$ cat src/shpt_pkg.sv
`default_nettype none
package shpt_pkg;
  // Clock of both ends.
  localparam int CLK_NS = 20;
  localparam int TW = 20;
  // Frame-select to first clock, cold and locked (least times, rounded up).
  localparam int T_SC_COLD_US = 150;
  localparam int SC_COLD_CYC = (T_SC_COLD_US * 1000 + CLK_NS - 1) / CLK_NS;
  localparam int T_SC_WARM_NS = 2000;
  localparam int SC_WARM_CYC = (T_SC_WARM_NS + CLK_NS - 1) / CLK_NS;
  // Last clock fall to frame-select fall, write and read.
  localparam int T_WE_NS = 2000;
  localparam int WE_CYC = (T_WE_NS + CLK_NS - 1) / CLK_NS;
  localparam int T_RE_NS = 2000;
  localparam int RE_CYC = (T_RE_NS + CLK_NS - 1) / CLK_NS;
  // Last command fall to first data rise on a read.
  localparam int T_RS_NS = 500;
  localparam int RS_CYC = (T_RS_NS + CLK_NS - 1) / CLK_NS;
  // Longest latencies the device must meet (rounded down).
  localparam int T_WS_MAX_NS = 200;
  localparam int WS_MAX_CYC = T_WS_MAX_NS / CLK_NS;
  localparam int T_RR_MAX_NS = 4000;
  localparam int RR_MAX_CYC = T_RR_MAX_NS / CLK_NS;
  // Write processing window and the chosen write time.
  localparam int T_W_MIN_MS = 6;
  localparam int W_MIN_CYC = (T_W_MIN_MS * 1000000 + CLK_NS - 1) / CLK_NS;
  localparam int T_W_MAX_MS = 14;
  localparam int W_MAX_CYC = T_W_MAX_MS * 1000000 / CLK_NS;
  localparam int T_WRITE_MS = 10;
  localparam int WRITE_CYC_DEF = T_WRITE_MS * 1000000 / CLK_NS;
  // Measurement limit and the chosen measurement time.
  localparam int T_MT_MAX_MS = 6;
  localparam int MT_MAX_CYC = T_MT_MAX_MS * 1000000 / CLK_NS;
  localparam int T_MEAS_US = 5000;
  localparam int MEAS_CYC_DEF = T_MEAS_US * 1000 / CLK_NS;
  // Serial clock made by the host.
  localparam int T_SCLK_HALF_NS = 160;
  localparam int SCLK_HALF = T_SCLK_HALF_NS / CLK_NS;
  // Command encodings.
  localparam logic [4:0] READ_PFX = 5'h08;
  localparam logic [4:0] WRITE_PFX = 5'h0A;
  localparam logic [1:0] DIRECT_PFX = 2'h3;
  localparam logic [2:0] DC_RESET = 3'h0;
  localparam logic [2:0] DC_IOMODE = 3'h1;
  localparam logic [2:0] DC_HWID = 3'h2;
  localparam logic [2:0] DC_MEAS = 3'h6;
  localparam logic [2:0] IOM_SERIAL = 3'h1;
  localparam logic [4:0] READ_BITS = 5'h10;
  localparam logic [4:0] WRITE_BITS = 5'h18;
  localparam logic [4:0] DIRECT_BITS = 5'h08;
  // Host command kinds.
  localparam logic [1:0] KIND_READ = 2'h0;
  localparam logic [1:0] KIND_WRITE = 2'h1;
  localparam logic [1:0] KIND_DIRECT = 2'h2;
  localparam int AW = 11;
endpackage : shpt_pkg
`default_nettype wire

$ cat src/shpt_link_if.sv
`timescale 1ns/1ps
`default_nettype none
// Four-wire link: frame select, serial clock, serial in, serial out.
interface shpt_link_if;
  logic fsel;
  logic sclk;
  logic sdi;
  logic sdo;
  modport dev (input fsel, input sclk, input sdi, output sdo);
  modport host (output fsel, output sclk, output sdi, input sdo);
endinterface : shpt_link_if
`default_nettype wire

$ cat src/shpt_host.sv
`timescale 1ns/1ps
`default_nettype none
module shpt_host
  import shpt_pkg::*;
#(
  parameter int SETUP_COLD_CYC = SC_COLD_CYC,
  parameter int WRITE_WAIT_CYC = W_MAX_CYC
) (
  input wire logic MCLK,
  input wire logic RESET,
  shpt_link_if.host LINK,
  input wire logic CMD_VALID,
  output logic CMD_READY,
  input wire logic [1:0] CMD_KIND,
  input wire logic [AW-1:0] CMD_ADDR,
  input wire logic [7:0] CMD_WDATA,
  input wire logic [2:0] CMD_DIRECT_COMMAND_INDEX,
  input wire logic [2:0] CMD_DIRECT_COMMAND_PARAMETER,
  input wire logic [7:0] CMD_NBYTES,
  output logic RX_VALID,
  input wire logic RX_READY,
  output logic [7:0] RX_DATA,
  output logic BUSY
);

  typedef enum logic [2:0] {
    HS_IDLE = 3'h0,
    HS_SETUP = 3'h1,
    HS_SHIFT = 3'h3,
    HS_GAP = 3'h2,
    HS_RX = 3'h6,
    HS_TAIL = 3'h7,
    HS_WWAIT = 3'h5
  } shpt_hst_t;

  typedef struct packed {
    shpt_hst_t st;
    logic lock;
    logic [1:0] kind;
    logic [5:0] dc;
    logic resp;
    logic [23:0] tx;
    logic [4:0] nbits;
    logic [4:0] bits;
    logic [7:0] nbytes;
    logic [7:0] bytes;
    logic [TW-1:0] timer;
    logic sclk;
    logic fsel;
    logic sdi;
    logic [1:0] so;
    logic [2:0] rbit;
    logic [7:0] rsh;
    logic [1:0][7:0] fq;
    logic wp;
    logic rp;
    logic [1:0] cnt;
  } shpt_hos_t;

  shpt_hos_t s;
  shpt_hos_t next_s;
  logic half;
  logic pop;
  logic push;
  logic [7:0] rx_byte;

  ////////////////////////////////////////////////////////////////////////////
  // Clock divider tick and receive buffer handshake.

  assign half = (s.timer == TW'(SCLK_HALF - 1));
  assign pop = RX_VALID && RX_READY;
  assign rx_byte = {s.rsh[6:0], s.so[1]};
  assign push = (s.st == HS_RX) && half && s.sclk && (s.rbit == 3'h7);

  // Sequencer plus the two-entry receive buffer.
  always_comb begin
    next_s = s;
    next_s.so = {s.so[0], LINK.sdo};
    next_s.timer = s.timer + TW'(1);
    case (s.st)
      HS_IDLE: begin
        next_s.timer = '0;
        if (CMD_VALID) begin
          next_s.st = HS_SETUP;
          next_s.fsel = 1'b1;
          next_s.kind = CMD_KIND;
          next_s.dc = {CMD_DIRECT_COMMAND_INDEX, CMD_DIRECT_COMMAND_PARAMETER};
          next_s.bits = 5'h00;
          next_s.bytes = 8'h00;
          next_s.rbit = 3'h0;
          next_s.nbytes = (CMD_NBYTES == 8'h00) ? 8'h01 : CMD_NBYTES;
          next_s.resp = 1'b0;
          // Words go out most significant bit first.
          case (CMD_KIND)
            KIND_READ: begin
              next_s.tx = {READ_PFX, CMD_ADDR, 8'h00};
              next_s.nbits = READ_BITS;
              next_s.resp = 1'b1;
            end
            KIND_WRITE: begin
              next_s.tx = {WRITE_PFX, CMD_ADDR, CMD_WDATA};
              next_s.nbits = WRITE_BITS;
            end
            default: begin
              next_s.tx = {DIRECT_PFX, CMD_DIRECT_COMMAND_INDEX,
                           CMD_DIRECT_COMMAND_PARAMETER, 16'h0000};
              next_s.nbits = DIRECT_BITS;
              next_s.resp = (CMD_DIRECT_COMMAND_INDEX == DC_HWID) ||
                            (CMD_DIRECT_COMMAND_INDEX == DC_MEAS);
            end
          endcase
        end
      end
      HS_SETUP: begin
        next_s.sdi = s.tx[23];
        if (s.timer == TW'((s.lock ? SC_WARM_CYC : SETUP_COLD_CYC) - 1)) begin
          next_s.st = HS_SHIFT;
          next_s.timer = '0;
        end
      end
      HS_SHIFT: begin
        if (half) begin
          next_s.timer = '0;
          next_s.sclk = ~s.sclk;
          if (s.sclk) begin
            next_s.tx = {s.tx[22:0], 1'b0};
            next_s.sdi = s.tx[22];
            next_s.bits = s.bits + 5'h01;
            if (s.bits + 5'h01 == s.nbits) begin
              next_s.st = s.resp ? HS_GAP : HS_TAIL;
            end
          end
        end
      end
      HS_GAP: begin
        // A measurement may be clocked as soon as its ready shows.
        if (s.so[1] && (s.dc[5:3] == DC_MEAS || s.kind != KIND_DIRECT ||
                        s.timer >= TW'(RS_CYC - 1)) &&
            (s.timer >= TW'(RS_CYC - 1) || s.dc[5:3] == DC_MEAS)) begin
          next_s.st = HS_RX;
          next_s.timer = '0;
        end
      end
      HS_RX: begin
        if (half) begin
          next_s.timer = '0;
          if (!s.sclk) begin
            // Stall between bytes while the buffer cannot take one more.
            if (s.rbit == 3'h0 && s.cnt == 2'h2) begin
              next_s.timer = s.timer;
            end else begin
              next_s.sclk = 1'b1;
            end
          end else begin
            next_s.sclk = 1'b0;
            next_s.rsh = rx_byte;
            next_s.rbit = s.rbit + 3'h1;
            if (s.rbit == 3'h7) begin
              next_s.bytes = s.bytes + 8'h01;
              if (s.bytes + 8'h01 == s.nbytes) begin
                next_s.st = HS_TAIL;
              end
            end
          end
        end
      end
      HS_TAIL: begin
        if (s.timer == TW'((s.kind == KIND_WRITE ? WE_CYC : RE_CYC) - 1)) begin
          next_s.fsel = 1'b0;
          next_s.timer = '0;
          next_s.st = (s.kind == KIND_WRITE) ? HS_WWAIT : HS_IDLE;
          if (s.kind == KIND_DIRECT && s.dc[5:3] == DC_IOMODE) begin
            next_s.lock = (s.dc[2:0] == IOM_SERIAL);
          end
          if (s.kind == KIND_DIRECT && s.dc[5:3] == DC_RESET) begin
            next_s.lock = 1'b0;
          end
        end
      end
      HS_WWAIT: begin
        // The longest write time passes before anything else is sent.
        if (s.timer == TW'(WRITE_WAIT_CYC - 1)) begin
          next_s.st = HS_IDLE;
        end
      end
      default: next_s.st = HS_IDLE;
    endcase
    if (push) begin
      next_s.fq[s.wp] = rx_byte;
      next_s.wp = ~s.wp;
    end
    if (pop) begin
      next_s.rp = ~s.rp;
    end
    next_s.cnt = s.cnt + {1'b0, push} - {1'b0, pop};
  end

  // Synchronous reset; the link starts idle and unlocked.
  always_ff @(posedge MCLK) begin
    if (RESET) begin
      s <= '0;
    end else begin
      s <= next_s;
    end
  end

  assign LINK.fsel = s.fsel;
  assign LINK.sclk = s.sclk;
  assign LINK.sdi = s.sdi;
  assign CMD_READY = (s.st == HS_IDLE);
  assign RX_VALID = (s.cnt != 2'h0);
  assign RX_DATA = s.fq[s.rp];
  assign BUSY = (s.st != HS_IDLE);

endmodule : shpt_host
`default_nettype wire

$ cat src/flat_wrapper.sv
// flat-port wrapper written by rule: the top's interface ports become plain ports
module shpt_host_flat import shpt_pkg::*;
#(
  parameter int SETUP_COLD_CYC = SC_COLD_CYC,
  parameter int WRITE_WAIT_CYC = W_MAX_CYC
)
  (MCLK, RESET, CMD_VALID, CMD_READY, CMD_KIND, CMD_ADDR, CMD_WDATA, CMD_DIRECT_COMMAND_INDEX, CMD_DIRECT_COMMAND_PARAMETER, CMD_NBYTES, RX_VALID, RX_READY, RX_DATA, BUSY, LINK_fsel, LINK_sclk, LINK_sdi, LINK_sdo);
  shpt_link_if LINK_i ();
  input wire logic MCLK;
  input wire logic RESET;
  input wire logic CMD_VALID;
  output logic CMD_READY;
  input wire logic [1:0] CMD_KIND;
  input wire logic [AW-1:0] CMD_ADDR;
  input wire logic [7:0] CMD_WDATA;
  input wire logic [2:0] CMD_DIRECT_COMMAND_INDEX;
  input wire logic [2:0] CMD_DIRECT_COMMAND_PARAMETER;
  input wire logic [7:0] CMD_NBYTES;
  output logic RX_VALID;
  input wire logic RX_READY;
  output logic [7:0] RX_DATA;
  output logic BUSY;
  output wire logic [$bits(LINK_i.fsel)-1:0] LINK_fsel;
  output wire logic [$bits(LINK_i.sclk)-1:0] LINK_sclk;
  output wire logic [$bits(LINK_i.sdi)-1:0] LINK_sdi;
  input wire logic [$bits(LINK_i.sdo)-1:0] LINK_sdo;
  assign LINK_fsel = LINK_i.fsel;
  assign LINK_sclk = LINK_i.sclk;
  assign LINK_sdi = LINK_i.sdi;
  assign LINK_i.sdo = LINK_sdo;
  shpt_host #(.SETUP_COLD_CYC(SETUP_COLD_CYC), .WRITE_WAIT_CYC(WRITE_WAIT_CYC)) u_core (.MCLK(MCLK), .RESET(RESET), .LINK(LINK_i), .CMD_VALID(CMD_VALID), .CMD_READY(CMD_READY), .CMD_KIND(CMD_KIND), .CMD_ADDR(CMD_ADDR), .CMD_WDATA(CMD_WDATA), .CMD_DIRECT_COMMAND_INDEX(CMD_DIRECT_COMMAND_INDEX), .CMD_DIRECT_COMMAND_PARAMETER(CMD_DIRECT_COMMAND_PARAMETER), .CMD_NBYTES(CMD_NBYTES), .RX_VALID(RX_VALID), .RX_READY(RX_READY), .RX_DATA(RX_DATA), .BUSY(BUSY));
endmodule
$ cat config.mk
export PLATFORM = sky130hd
export DESIGN_NAME = shpt_host_flat
export DESIGN_NICKNAME = d
export VERILOG_FILES = /design/src/shpt_pkg.sv /design/src/shpt_link_if.sv /design/src/shpt_host.sv /design/src/flat_wrapper.sv
export SDC_FILE = /design/constraint.sdc
export NUM_CORES = 1
export LEC_CHECK = 0
export BUFFER_PORTS_ARGS = -buffer_cell sky130_fd_sc_hd__buf_2
export CORE_ASPECT_RATIO = 0.7
export CORE_UTILIZATION = 36
export CTS_BUF_LIST = sky130_fd_sc_hd__clkbuf_4
export DETAILED_ROUTE_END_ITERATION = 7
export PLACE_DENSITY = 0.51
export SYNTH_ARGS = -nofsm -noshare
export SYNTH_HDL_FRONTEND = slang
export SYNTH_SLANG_ARGS = --single-unit
$ cat constraint.sdc
create_clock -name MCLK -period 2.6 [get_ports MCLK]
set_input_delay 0.26 -clock MCLK [delete_from_list [all_inputs] [get_ports MCLK]]
set_output_delay 0.26 -clock MCLK [all_outputs]
set_load 0.1 [all_outputs]
==> results_dict.tcl <==
set metrics [dict create \
    drc 0 \
    routed_wirelength_um 14100 \
    sw_frac_of_total 0.386 \
    die_y_um 105 \
    ys_ff_latch 115 \
    cp.arrival_ps 2730 \
    grt_util_all_layers 0.191 \
    netlist_area_um2 5480 \
    min_from "CMD_WDATA[2]" \
    wire_per_inst_um 14.9 \
    synth_area_leader_cell "dfxtp_1" \
    comb_power_share 0.324 \
    worst_r2r_path_depth 8 \
    cts_tree "done" \
    synthMostInstantiatedCell "dfxtp_1" \
    hold_viol 0 \
    cp.required_ps 2990 \
    fin_setup_tns_ps 0 \
    ant_nets 0 \
    port_buffers 53 \
    fmax_ghz 0.426 \
    p_int_mw 3.15 \
    tightestPinTransition_ps 1080 \
    utilization 0.447 \
    fin_crit_sh 0.903 \
    slew_headroom 0.280 \
    ioPinCount 54 \
    cp_slowest_cell "or4_4" \
    drtIter0Drc 372 \
    vdd_drop_max_v 0.000391 \
    grt_pass1_vias 4711 \
    p_seq_frac 0.415 \
    status "complete, no violations" \
    start_util 0.371 \
    cts_buffer_depth 2 \
    cts_root_buffer "clkbuf_4" \
    power_density_nw_per_um2 778 \
    cts_sinks 115 \
    crit_fanout 7 \
    maxSlewViolCount 0 \
    postSynthCellCount 659 \
    async_reset_ff_frac 0 \
    path_cells "nor4_4 -> nand4_4 -> or4_4 -> nor2_2 -> ha_1 -> xor2_1 -> xnor2_1 -> nor2_1" \
    min_period_ps 2350 \
    fin_cells 952 \
    rows 37 \
    dieArea_um2 15700 \
    start_kind "flop" \
    cts_max_level 4 \
    avgViaCountPerCell 5.18 \
    yosysUniqueCellTypes 64 \
    setup_viol 0 \
    grt_first_pass_wirelength_um 23600 \
    pwr-share-clk 0.261 \
    vias 4927 \
    drive_above_1_share 0.178 \
    startpoint "u_core.s[44]$_SDFFE_PP0P_" \
    core_um2 14800 \
    slowest_delay_ps 500 \
    min_path_cells 3 \
    antenna_found_initial 0 \
    overflow 0 \
    maxCapViolations 0 \
    worstSetupPathType "reg2reg" \
    cts_inserted_buffers 17 \
    area_delta_synth_final_pct 20.3 \
    rsz0062_at_grt "no" \
    synthTopCellsByArea "dfxtp_1, nand2_1, nor2_1" \
    synth_edf_count 0 \
    grt_max_degree 35 \
    synth_top_area_frac 0.420 \
    clk_pin_slew_ps 130 \
    critPathCaptureType "flop" \
    fin_skew_ps 24.6 \
    yosys_most_used_dff "dfxtp_1" \
    dr.pass1.iters 5 \
    die_x_um 149 \
    netSwitchingPower_mw 1.98 \
    insertion_delay_ps 530 \
    power_leakage_nw 2.59 \
    dp_cells 895 \
    postCtsSetupBuffers 0 \
    layout.nets 793 \
    synth_common_cells "dfxtp_1, nand2_1, nor2_1, a21oi_1, nor3_1" \
    n_antenna_cell 0 \
    hp-class "in2reg" \
    place_congestion 0.819 \
    ys_warn_count 0 \
    avgSynthCellArea_um2 8.32 \
    r2r_start "u_core.s[44]$_SDFFE_PP0P_" \
    ys_seq_area_frac 0.420 \
    syn_nets 708 \
    dp_hpwl_um 10100 \
]
[metal layers]
metal / wire, um / part of all wire / global-route usage
met1: 7430 / 0.53 / 0.279
met5: 0 / 0 / 0
met2: 5940 / 0.42 / 0.276
met3: 614 / 0.043 / 0.0398
met4: 158 / 0.011 / 0.0605
[worst paths after layout]
path | slack [ps] | endpoint
hold / removal | 50 | u_core.s[84]$_SDFFE_PP0P_
setup reg to reg | 250 | u_core.s[1]$_SDFF_PP0_
hold reg to reg | 450 | u_core.rx_byte[0]$_SDFF_PP0_
setup / recovery | 250 | u_core.s[1]$_SDFF_PP0_
[critical path, delay by kind of cell, from the launching register on]
family                   cells  cell delay (ps)
XOR/XNOR                     2              310
adder cells (fa/ha/maj)      1              180
flip-flops                   1              390
AND/OR/NAND/NOR              5             1330
[through the flow]
step	instance area [um^2]	worst slack, ps	hold slack, ps	total power, mW
after floorplan	5490	73.3	388	3.35
after global placement	6060	170	420	3.77
after detailed placement	6060	134	434	3.81
after CTS	6590	107	2.98	5.18
after global routing	6600	33.1	10.0	5.47
final	6600	253	45.7	5.13
[timing repair]
item	4_1_cts	5_1_grt
setup endpoints to repair	0	4
endpoints found under the hold margin	25	0
hold buffers	25	0
gates resized for setup	0	1
[power groups by stage]
stage,sequential (mW),combinational [mW],clock (mW)
after floorplan,2.21,1.14,0
after global placement,2.16,1.61,0
after detailed placement,2.17,1.64,0
after CTS,2.13,1.67,1.38
after global routing,2.16,1.83,1.47
final,2.13,1.66,1.34
[state kept, by name, indices dropped and copies added (netlist names), named ones only]
signal,flops
u_core.s,102
u_core.next_s,1
u_core.LINK.sclk,1
u_core.LINK.fsel,1
u_core.rx_byte,8
u_core.LINK.sdi,1
[cell type report]
cell class                      instances  area (um^2)
Sequential cell                       115         2300
Clock inverter                         15          155
Inverter                               16         60.1
Timing Repair Buffer                  105          743
Clock buffer                           17          128
Multi-Input combinational cell        489         2960
Fill cell                            1477         8170
Tap cell                              195          244
[logic make-up (layout without fill, tap and decap cells)]
kind of cell             count (synthesis)  count (layout)  synth area share
multiplexers                            23              23            0.0438
AND/OR/NAND/NOR                        308             308             0.276
AO/OA/AOI/OAI                          115             115             0.142
XOR/XNOR                                34              34            0.0543
adder cells (fa/ha/maj)                  9               9            0.0205
flip-flops                             115             115             0.420
buffers and inverters                   55             153            0.0431
[cells in the final DEF, fill, tap and decap left out, types with 9 or more instances in the layout]
cell,synthesis,final
a21oi_1,43,43
o21ai_0,10,10
nor3_1,32,31
xnor2_1,13,13
inv_1,16,16
a221oi_1,19,19
nor2_1,90,89
nor2b_1,9,9
nand2_1,94,94
nand3_1,23,23
mux2i_1,15,15
dlygate4sd3_1,0,25
buf_2,6,53
ha_1,9,9
clkbuf_4,0,17
dfxtp_1,115,114
xor2_1,21,21
buf_4,0,25
and3_1,9,9
(Power assumes the default switching activity.)
